==> src/rtl/wso_pkg.sv <==
/*
  Shared constants and types for the write-once system option block:
  register offsets, option field positions, reset value, timing counts.
  Assumes a 25 MHz clock that serves both as CPU clock and crystal clock.
*/
// Functional notes
// Reset restores default; first write accepted, later writes ignored until reset.
// Enabled supervisor resets after supply low for nine consecutive cycles.
// Supervisor reset held until supply reaches rising trip level.
// Supervisor runs in stop mode only if power and stop enables set.
// Reset enable bit passes or suppresses supervisor reset requests.
// Power enable bit switches the supervisor on or off.
// Stop wake-up delays restart 32 cycles if short recovery, else 4096.
// Software keeps short recovery clear when an external crystal is used.
// Watchdog timeout 2^13-2^4 cycles if select set, else 2^18-2^4.
// Stop enable clear makes stop an illegal opcode; set executes stop.
// Watchdog disabled when disable bit set, enabled when clear.
// All options in one readable 8-bit register driving functions continuously.
package wso_pkg;

  ////////////////////////////////////////////////////////////////////////
  // Register map, byte addresses
  localparam logic [7:0] WSO_OFS_CONFIG = 8'h00;
  localparam logic [7:0] WSO_OFS_STATUS = 8'h04;
  localparam logic [7:0] WSO_OFS_SERVICE = 8'h08;
  localparam logic [7:0] WSO_OFS_WDOG_CNT = 8'h0C;
  localparam logic [7:0] WSO_OFS_STOP_CNT = 8'h10;

  ////////////////////////////////////////////////////////////////////////
  // Option field positions
  localparam int WSO_BIT_WDOG_DIS = 0;
  localparam int WSO_BIT_STOP_EN = 1;
  localparam int WSO_BIT_WDOG_SEL = 2;
  localparam int WSO_BIT_SHORT_STOP_RECOVERY = 3;
  localparam int WSO_BIT_SUP_PWR = 4;
  localparam int WSO_BIT_SUP_RST = 5;
  localparam int WSO_BIT_SUP_STOP = 6;

  // Status field positions
  localparam int WSO_ST_WRITTEN = 0;
  localparam int WSO_ST_SUP_HELD = 1;
  localparam int WSO_ST_SUP_ACTIVE = 2;
  localparam int WSO_ST_STOP_BUSY = 3;
  localparam int WSO_ST_WDOG_RUN = 4;
  localparam int WSO_ST_SUPPLY_LOW = 5;

  localparam logic [7:0] WSO_CONFIG_RESET = 8'h00;

  ////////////////////////////////////////////////////////////////////////
  // Timing, in clock cycles
  localparam int WSO_CLK_HZ = 25_000_000;
  localparam int WSO_SUP_FILTER_CYCLES = 9;
  localparam int WSO_STOP_SHORT_CYCLES = 32;
  localparam int WSO_STOP_LONG_CYCLES = 4096;
  localparam int WSO_WDOG_SHORT_CYCLES = (2 ** 13) - (2 ** 4);
  localparam int WSO_WDOG_LONG_CYCLES = (2 ** 18) - (2 ** 4);
  localparam int WSO_WDOG_W = 18;
  localparam int WSO_STOP_W = 13;

  ////////////////////////////////////////////////////////////////////////
  // Option register layout; bit 7 reserved, reads zero
  typedef struct packed {
    logic rsvd;
    logic sup_stop_en;
    logic sup_rst_en;
    logic sup_pwr_en;
    logic short_stop_recovery;
    logic wdog_timeout_select;
    logic stop_en;
    logic wdog_disable;
  } wso_opts_t;

  typedef enum logic [1:0] {
    WSO_SUP_OFF = 2'b00,
    WSO_SUP_WATCH = 2'b01,
    WSO_SUP_HELD = 2'b10
  } wso_sup_state_t;

endpackage

==> src/rtl/wso_top.sv <==
/*
  Write-once system option register with its controlled functions:
  supply supervisor filter and hold, stop-mode entry and recovery delay,
  and the watchdog timeout. Registers sit on a classic Wishbone slave.
  Assumes supply comparator levels arrive asynchronously from pins;
  CPU strobes (stop attempt, wake, watchdog kick) share clk_i.
*/
// Local design decisions: the Wishbone register port and the placing of the registers.
`timescale 1ns/1ps
`default_nettype none
module wso_top #(
  parameter int WDOG_SHORT_CYCLES = wso_pkg::WSO_WDOG_SHORT_CYCLES,
  parameter int WDOG_LONG_CYCLES = wso_pkg::WSO_WDOG_LONG_CYCLES
) (
  input wire logic clk_i,
  input wire logic rst_i,
  // Wishbone classic slave
  input wire logic wb_cyc_i,
  input wire logic wb_stb_i,
  input wire logic wb_we_i,
  input wire logic [7:0] wb_adr_i,
  input wire logic [3:0] wb_sel_i,
  input wire logic [31:0] wb_dat_i,
  output logic [31:0] wb_dat_o,
  output logic wb_ack_o,
  // Supply comparators, asynchronous
  input wire logic supply_at_falling_trip_i,
  input wire logic supply_at_rising_trip_i,
  // CPU side
  input wire logic stop_mode_i,
  input wire logic stop_attempt_i,
  input wire logic stop_wake_i,
  input wire logic watchdog_kick_i,
  // Controlled functions
  output wso_pkg::wso_opts_t options_o,
  output logic supervisor_on_o,
  output logic supervisor_reset_o,
  output logic stop_enter_o,
  output logic illegal_opcode_o,
  output logic cpu_restart_o,
  output logic watchdog_enable_o,
  output logic watchdog_reset_o
);
  import wso_pkg::*;

  ////////////////////////////////////////////////////////////////////////
  // Bus decode

  logic ack_q;
  logic ack_d;
  logic [31:0] rdat_q;
  logic [31:0] rdat_d;
  logic req;
  logic wr_commit;
  logic lane0;

  assign req = wb_cyc_i & wb_stb_i;
  assign lane0 = wb_sel_i[0];
  // Writes land on the ack edge, the same edge the master samples
  assign wr_commit = req & ack_q & wb_we_i;

  ////////////////////////////////////////////////////////////////////////
  // Option register, write once

  wso_opts_t opts_q;
  wso_opts_t opts_d;
  logic written_q;
  logic written_d;
  logic cfg_wr;

  assign cfg_wr = wr_commit & lane0 & (wb_adr_i == WSO_OFS_CONFIG);

  always_comb begin
    opts_d = opts_q;
    written_d = written_q;
    if (cfg_wr && !written_q) begin
      opts_d = wso_opts_t'(wb_dat_i[7:0]);
      opts_d.rsvd = 1'b0;
      written_d = 1'b1;
    end
  end

  always_ff @(posedge clk_i) begin
    if (rst_i) begin
      opts_q <= wso_opts_t'(WSO_CONFIG_RESET);
      written_q <= 1'b0;
    end else begin
      opts_q <= opts_d;
      written_q <= written_d;
    end
  end

  // Every option drives its function straight from the register
  assign options_o = opts_q;

  ////////////////////////////////////////////////////////////////////////
  // Supply supervisor

  logic low_sync;
  logic high_sync;

  wso_sync2 u_sync_low (
    .clk_i(clk_i),
    .rst_i(rst_i),
    .async_i(supply_at_falling_trip_i),
    .sync_o(low_sync)
  );

  wso_sync2 u_sync_high (
    .clk_i(clk_i),
    .rst_i(rst_i),
    .async_i(supply_at_rising_trip_i),
    .sync_o(high_sync)
  );

  logic sup_active;
  wso_sup_state_t sup_q;
  wso_sup_state_t sup_d;
  logic [3:0] low_cnt_q;
  logic [3:0] low_cnt_d;

  // Stop mode drops the supervisor unless both enables are set
  assign sup_active = opts_q.sup_pwr_en
    & (~stop_mode_i | opts_q.sup_stop_en);

  always_comb begin
    sup_d = sup_q;
    low_cnt_d = low_cnt_q;
    unique case (sup_q)
      WSO_SUP_OFF: begin
        low_cnt_d = 4'h0;
        if (sup_active) begin
          sup_d = WSO_SUP_WATCH;
        end
      end
      WSO_SUP_WATCH: begin
        if (!sup_active) begin
          sup_d = WSO_SUP_OFF;
          low_cnt_d = 4'h0;
        end else if (!low_sync) begin
          low_cnt_d = 4'h0;
        end else if (low_cnt_q == 4'(WSO_SUP_FILTER_CYCLES - 1)) begin
          sup_d = WSO_SUP_HELD;
          low_cnt_d = 4'h0;
        end else begin
          low_cnt_d = low_cnt_q + 4'h1;
        end
      end
      WSO_SUP_HELD: begin
        low_cnt_d = 4'h0;
        // Release only once the supply is back above the rising trip
        if (high_sync && !low_sync) begin
          sup_d = WSO_SUP_WATCH;
        end else if (!opts_q.sup_pwr_en) begin
          sup_d = WSO_SUP_OFF;
        end
      end
      default: begin
        sup_d = WSO_SUP_OFF;
        low_cnt_d = 4'h0;
      end
    endcase
  end

  always_ff @(posedge clk_i) begin
    if (rst_i) begin
      sup_q <= WSO_SUP_OFF;
      low_cnt_q <= 4'h0;
    end else begin
      sup_q <= sup_d;
      low_cnt_q <= low_cnt_d;
    end
  end

  assign supervisor_on_o = sup_active;
  // Request still tracked with resets off, so status stays truthful
  assign supervisor_reset_o = (sup_q == WSO_SUP_HELD) & opts_q.sup_rst_en;

  ////////////////////////////////////////////////////////////////////////
  // Stop instruction and recovery

  logic stop_enter_q;
  logic stop_enter_d;
  logic illegal_q;
  logic illegal_d;

  always_comb begin
    stop_enter_d = stop_attempt_i & opts_q.stop_en;
    illegal_d = stop_attempt_i & ~opts_q.stop_en;
  end

  always_ff @(posedge clk_i) begin
    if (rst_i) begin
      stop_enter_q <= 1'b0;
      illegal_q <= 1'b0;
    end else begin
      stop_enter_q <= stop_enter_d;
      illegal_q <= illegal_d;
    end
  end

  assign stop_enter_o = stop_enter_q;
  assign illegal_opcode_o = illegal_q;

  logic [WSO_STOP_W-1:0] stop_len;
  logic stop_busy;
  logic [WSO_STOP_W-1:0] stop_cnt;

  // Short recovery is only safe on a clock that needs no start-up time
  assign stop_len = opts_q.short_stop_recovery
    ? WSO_STOP_W'(WSO_STOP_SHORT_CYCLES)
    : WSO_STOP_W'(WSO_STOP_LONG_CYCLES);

  wso_cycle_timer #(
    .W(WSO_STOP_W)
  ) u_stop_timer (
    .clk_i(clk_i),
    .rst_i(rst_i),
    .start_i(stop_wake_i),
    .halt_i(1'b0),
    .len_i(stop_len),
    .busy_o(stop_busy),
    .done_o(cpu_restart_o),
    .count_o(stop_cnt)
  );

  ////////////////////////////////////////////////////////////////////////
  // Watchdog

  logic wdog_en;
  logic wdog_busy;
  logic wdog_service;
  logic wdog_start;
  logic [WSO_WDOG_W-1:0] wdog_len;
  logic [WSO_WDOG_W-1:0] wdog_cnt;

  assign wdog_en = ~opts_q.wdog_disable;
  assign wdog_service = watchdog_kick_i
    | (wr_commit & lane0 & (wb_adr_i == WSO_OFS_SERVICE));
  // Restart on every service and after each expiry
  assign wdog_start = wdog_en & (wdog_service | ~wdog_busy);
  assign wdog_len = opts_q.wdog_timeout_select
    ? WSO_WDOG_W'(WDOG_SHORT_CYCLES)
    : WSO_WDOG_W'(WDOG_LONG_CYCLES);

  wso_cycle_timer #(
    .W(WSO_WDOG_W)
  ) u_wdog_timer (
    .clk_i(clk_i),
    .rst_i(rst_i),
    .start_i(wdog_start),
    .halt_i(~wdog_en),
    .len_i(wdog_len),
    .busy_o(wdog_busy),
    .done_o(watchdog_reset_o),
    .count_o(wdog_cnt)
  );

  assign watchdog_enable_o = wdog_en;

  ////////////////////////////////////////////////////////////////////////
  // Status and read mux

  logic [7:0] status;

  always_comb begin
    status = 8'h00;
    status[WSO_ST_WRITTEN] = written_q;
    status[WSO_ST_SUP_HELD] = (sup_q == WSO_SUP_HELD);
    status[WSO_ST_SUP_ACTIVE] = sup_active;
    status[WSO_ST_STOP_BUSY] = stop_busy;
    status[WSO_ST_WDOG_RUN] = wdog_busy;
    status[WSO_ST_SUPPLY_LOW] = low_sync;
  end

  always_comb begin
    ack_d = req & ~ack_q;
    rdat_d = rdat_q;
    if (req && !ack_q) begin
      unique case (wb_adr_i)
        WSO_OFS_CONFIG: rdat_d = {24'h00_0000, opts_q};
        WSO_OFS_STATUS: rdat_d = {24'h00_0000, status};
        WSO_OFS_WDOG_CNT: rdat_d = {14'h0000, wdog_cnt};
        WSO_OFS_STOP_CNT: rdat_d = {19'h0_0000, stop_cnt};
        // Unmapped and write-only offsets answer with zero
        default: rdat_d = 32'h0000_0000;
      endcase
    end
  end

  always_ff @(posedge clk_i) begin
    if (rst_i) begin
      ack_q <= 1'b0;
      rdat_q <= 32'h0000_0000;
    end else begin
      ack_q <= ack_d;
      rdat_q <= rdat_d;
    end
  end

  assign wb_ack_o = ack_q;
  assign wb_dat_o = rdat_q;

endmodule
`default_nettype wire

==> src/rtl/wso_sync2.sv <==
/*
  Two-flop synchroniser for one asynchronous level.
  Assumes the input is quasi-static relative to clk_i.
*/
`timescale 1ns/1ps
`default_nettype none
module wso_sync2 (
  input wire logic clk_i,
  input wire logic rst_i,
  input wire logic async_i,
  output logic sync_o
);
  logic meta_q;
  logic sync_q;

  always_ff @(posedge clk_i) begin
    if (rst_i) begin
      meta_q <= 1'b0;
      sync_q <= 1'b0;
    end else begin
      meta_q <= async_i;
      sync_q <= meta_q;
    end
  end

  assign sync_o = sync_q;
endmodule
`default_nettype wire

==> src/rtl/wso_cycle_timer.sv <==
/*
  Down-counting cycle timer: load a length, pulse done when it runs out.
  Assumes start_i and halt_i come from the same clock domain.
*/
`timescale 1ns/1ps
`default_nettype none
module wso_cycle_timer #(
  parameter int W = 18
) (
  input wire logic clk_i,
  input wire logic rst_i,
  input wire logic start_i,
  input wire logic halt_i,
  input wire logic [W-1:0] len_i,
  output logic busy_o,
  output logic done_o,
  output logic [W-1:0] count_o
);
  logic [W-1:0] cnt_q;
  logic [W-1:0] cnt_d;
  logic done_q;
  logic done_d;

  always_comb begin
    cnt_d = cnt_q;
    done_d = 1'b0;
    if (halt_i) begin
      cnt_d = '0;
    end else if (start_i) begin
      cnt_d = len_i;
    end else if (cnt_q != '0) begin
      cnt_d = cnt_q - W'(1);
      done_d = (cnt_q == W'(1));
    end
  end

  always_ff @(posedge clk_i) begin
    if (rst_i) begin
      cnt_q <= '0;
      done_q <= 1'b0;
    end else begin
      cnt_q <= cnt_d;
      done_q <= done_d;
    end
  end

  assign busy_o = (cnt_q != '0);
  assign done_o = done_q;
  assign count_o = cnt_q;
endmodule
`default_nettype wire

==> config.mk <==
export PLATFORM = sky130hd
export DESIGN_NAME = wso_top
export DESIGN_NICKNAME = d
export VERILOG_FILES = /design/src/rtl/wso_pkg.sv /design/src/rtl/wso_top.sv /design/src/rtl/wso_sync2.sv /design/src/rtl/wso_cycle_timer.sv
export SDC_FILE = /design/constraint.sdc
export NUM_CORES = 1
export LEC_CHECK = 0
export ABC_AREA = 1
export BUFFER_PORTS_ARGS = -buffer_cell sky130_fd_sc_hd__buf_2
export CORE_ASPECT_RATIO = 1.5
export CORE_MARGIN = 10
export CORE_UTILIZATION = 47
export DETAILED_ROUTE_END_ITERATION = 6
export GPL_TIMING_DRIVEN = 0
export PLACE_DENSITY = 0.81
export SLEW_MARGIN = 10
export SYNTH_ARGS = -nofsm -noshare
export SYNTH_HDL_FRONTEND = slang
export SYNTH_SLANG_ARGS = --single-unit
==> constraint.sdc <==
create_clock -name clk_i -period 1.67 [get_ports clk_i]
set_input_delay 0.2505 -clock clk_i [delete_from_list [all_inputs] [get_ports clk_i]]
set_output_delay 0.2505 -clock clk_i [all_outputs]
set_load 0.005 [all_outputs]
==> flow_summary.toml <==
[yosys]
async_reset_ff_share_pct = 0
synth.most_common_cell = "nand2_1"
synth_edf_count = 0
synth_top_area_share_pct = 38.75
synth_top_cells_by_area = "dfxtp_1 (39%), nand2_1 (11%), inv_1 (8.2%)"
ys_ff_latch = 72
synth_ff_type = "dfxtp_1"
seq_area_frac_synth_pct = 38.75
syn_area_per_cell_um2 = 6.850
synthTopCellsByCount = "nand2_1 (111), inv_1 (81), dfxtp_1 (72)"
yosysUniqueCellTypes = 35
yosysTopAreaCell = "dfxtp_1"
synthCells = 543
synth_area_um2 = 3720
yosysWarnings = 0

[layout]
drive_above_1_share_pct = 21.60
antennaDiodeCount = 0
area_growth_pct = 24.35
design_area_um2 = 4626
fin_nets = 697

[drt]
dr.pass1.iters = 6
ant_nets = 0
drc = 0
wire_per_inst_um = 14.52
num_vias = 3819
vias_per_cell = 5.154
wl_um = 10760
drt_iter0_markers = 348

[grt]
grt_antenna_before_repair = 0
grt_overflow = 0
track_usage_pct = 17.56
grt_max_degree = 12
first_global_vias = 3723
grt_pass1_wl_um = 16990

[placed_design]
placement.io_buffers = 59
place_ws_ns = -0.2684
dpl.hpwl_um = 8229
dpl_cell_area_um2 = 4195
gp_congestion = 0.9123

[die]
core_area_um2 = 7661
die_height_um = 129.0
initial_utilization_pct = 48.55
ios = 103
die_width_um = 92.64
rows = 39
die_area_um2 = 11950

[pwr]
p_total_mw = 4.762
p_leak_nw = 2.183
p_per_area_nw_per_um2 = 1029
ir_drop_mv = 0.9543

[timing]
clock.fmax_mhz = 621.6
tns_ns = 0
setup_slack_ns = 0.06125
finalHoldViolCount = 0
timing.hold.ws_ns = 0.1139
period_share_pct = 96.33
report.final.slew_viol_count = 0
skew_ns = 0.008066
layout_min_cycle_time_ns = 1.609
tightestPinTransition_ns = 0.5497
finalSetupViolCount = 0
slew_headroom_pct = 63.35

[clock_network]
cts_root_buf = "clkbuf_16"
cts_tree = "yes"
cts.sinks = 72
cts.path.max_buffers = 2
clkTransAtPathRegs_ns = 0.06
htreeDepth = 3
clock_latency_ns = 0.34
numCtsBuffers = 9

[status]
outcome = "completed"

[worst_setup_path]
start_kind = "register"
crit_slowest_cell = "dfxtp_1"
critPathRequiredTime_ns = 1.89
worst-path-max-fanout = 10
cp-end-kind = "register"
cpMostUsedCell = "nand3_4"
slowest_delay_ns = 0.35
worst_ep_arrival_time_ns = 1.83
critPathKind = "reg2reg"
crit_chain = "nor2_1, nand2_2, nor2_4, nand3_4, nand3_4, nand2_4, buf_8, nand3_1, a21oi_1"

[min_path]
hold_path_class = "in2reg"

[run]
cap_violations = 0
state kept, by name, summed over array words and instances, names as in the netlist:
name                  flops
u_wdog_timer.done_o       1
sup_q                     2
u_sync_low.meta_q         1
wb_ack_o                  1
low_cnt_q                 4
u_sync_high.sync_o        1
wb_dat_o                 18
illegal_opcode_o          1
u_sync_low.sync_o         1
u_stop_timer.count_o     13
u_sync_high.meta_q        1
u_stop_timer.done_o       1
options_o                 7
u_wdog_timer.count_o     18
written_q                 1
stop_enter_o              1
layout by cell type, fill, tap and decap left out, drive strengths merged, types with 7 or more instances in the layout:
master	n
o22ai	7
dfxtp	72
nor2	72
nor3	13
nand3	34
o21ai	41
a21oi	44
conb	15
clkbuf	16
buf	87
nand2	115
xor2	12
inv	82
worst max-delay path: cells and delay by family (launching register included):
| family | cells | cell delay, ns |
|---|---|---|
| buffers and inverters | 1 | 0.16 |
| and+or+nand+nor | 7 | 0.91 |
| AOI/OAI and AO/OA | 1 | 0.07 |
| DFF | 1 | 0.35 |
layer usage:
layer	track usage, %	part of all wire (%)
met3	5.122	7.6
met1	17.26	37
met5	0	0
met4	9.290	3.2
met2	32.38	53
cell families after synthesis:
family	after synthesis	share of synthesized area, %
AOI/OAI and AO/OA	96	13.69
xor gates and xnor gates	14	3.296
adders and majority gates	6	2.018
buffers and inverters	111	13.08
DFF	72	38.75
other	1	0.1008
and+or+nand+nor	243	29.06
where the power goes:
group | total, mW | switching, mW | internal [mW]
registers | 1.93 | 0.106 | 1.83
logic | 0.998 | 0.636 | 0.362
clock network | 1.83 | 0.704 | 1.13
repair_timing:
action,CTS,global route
gates resized for setup,11,19
setup endpoints to repair,30,18
hold buffers,0,0
setup buffers,2,7
pin swaps,2,7
hold endpoints to repair,0,0
area by class of cell:
class                   count  area, µm²
clock buffers               9      225.2
plain buffers              26      171.4
flip-flops and latches     72       1445
multi-input cells         374       1912
well taps                 102      127.6
repair buffers             68      362.8
fillers                   695       3035
inverters                  85      331.6
clock inverters             5      50.05
metrics by stage:
stage / instances / util (%)
finish: 741 / 60.38
global route: 741 / 60.38
CTS: 734 / 59.02
detailed placement: 718 / 54.76
global placement: 718 / 54.76
floorplan: 557 / -
worst paths after layout:
check	cells past startpoint	slack [ns]	end	from
max	9	0.06	u_wdog_timer.count_o[1]	u_wdog_timer.count_o[5]
min reg2reg	2	0.40	u_sync_low.sync_o	u_sync_low.meta_q
min	3	0.11	u_sync_low.meta_q	supply_at_falling_trip_i
max reg2reg	9	0.06	u_wdog_timer.count_o[1]	u_wdog_timer.count_o[5]
Power figures use the tool's default switching activity.
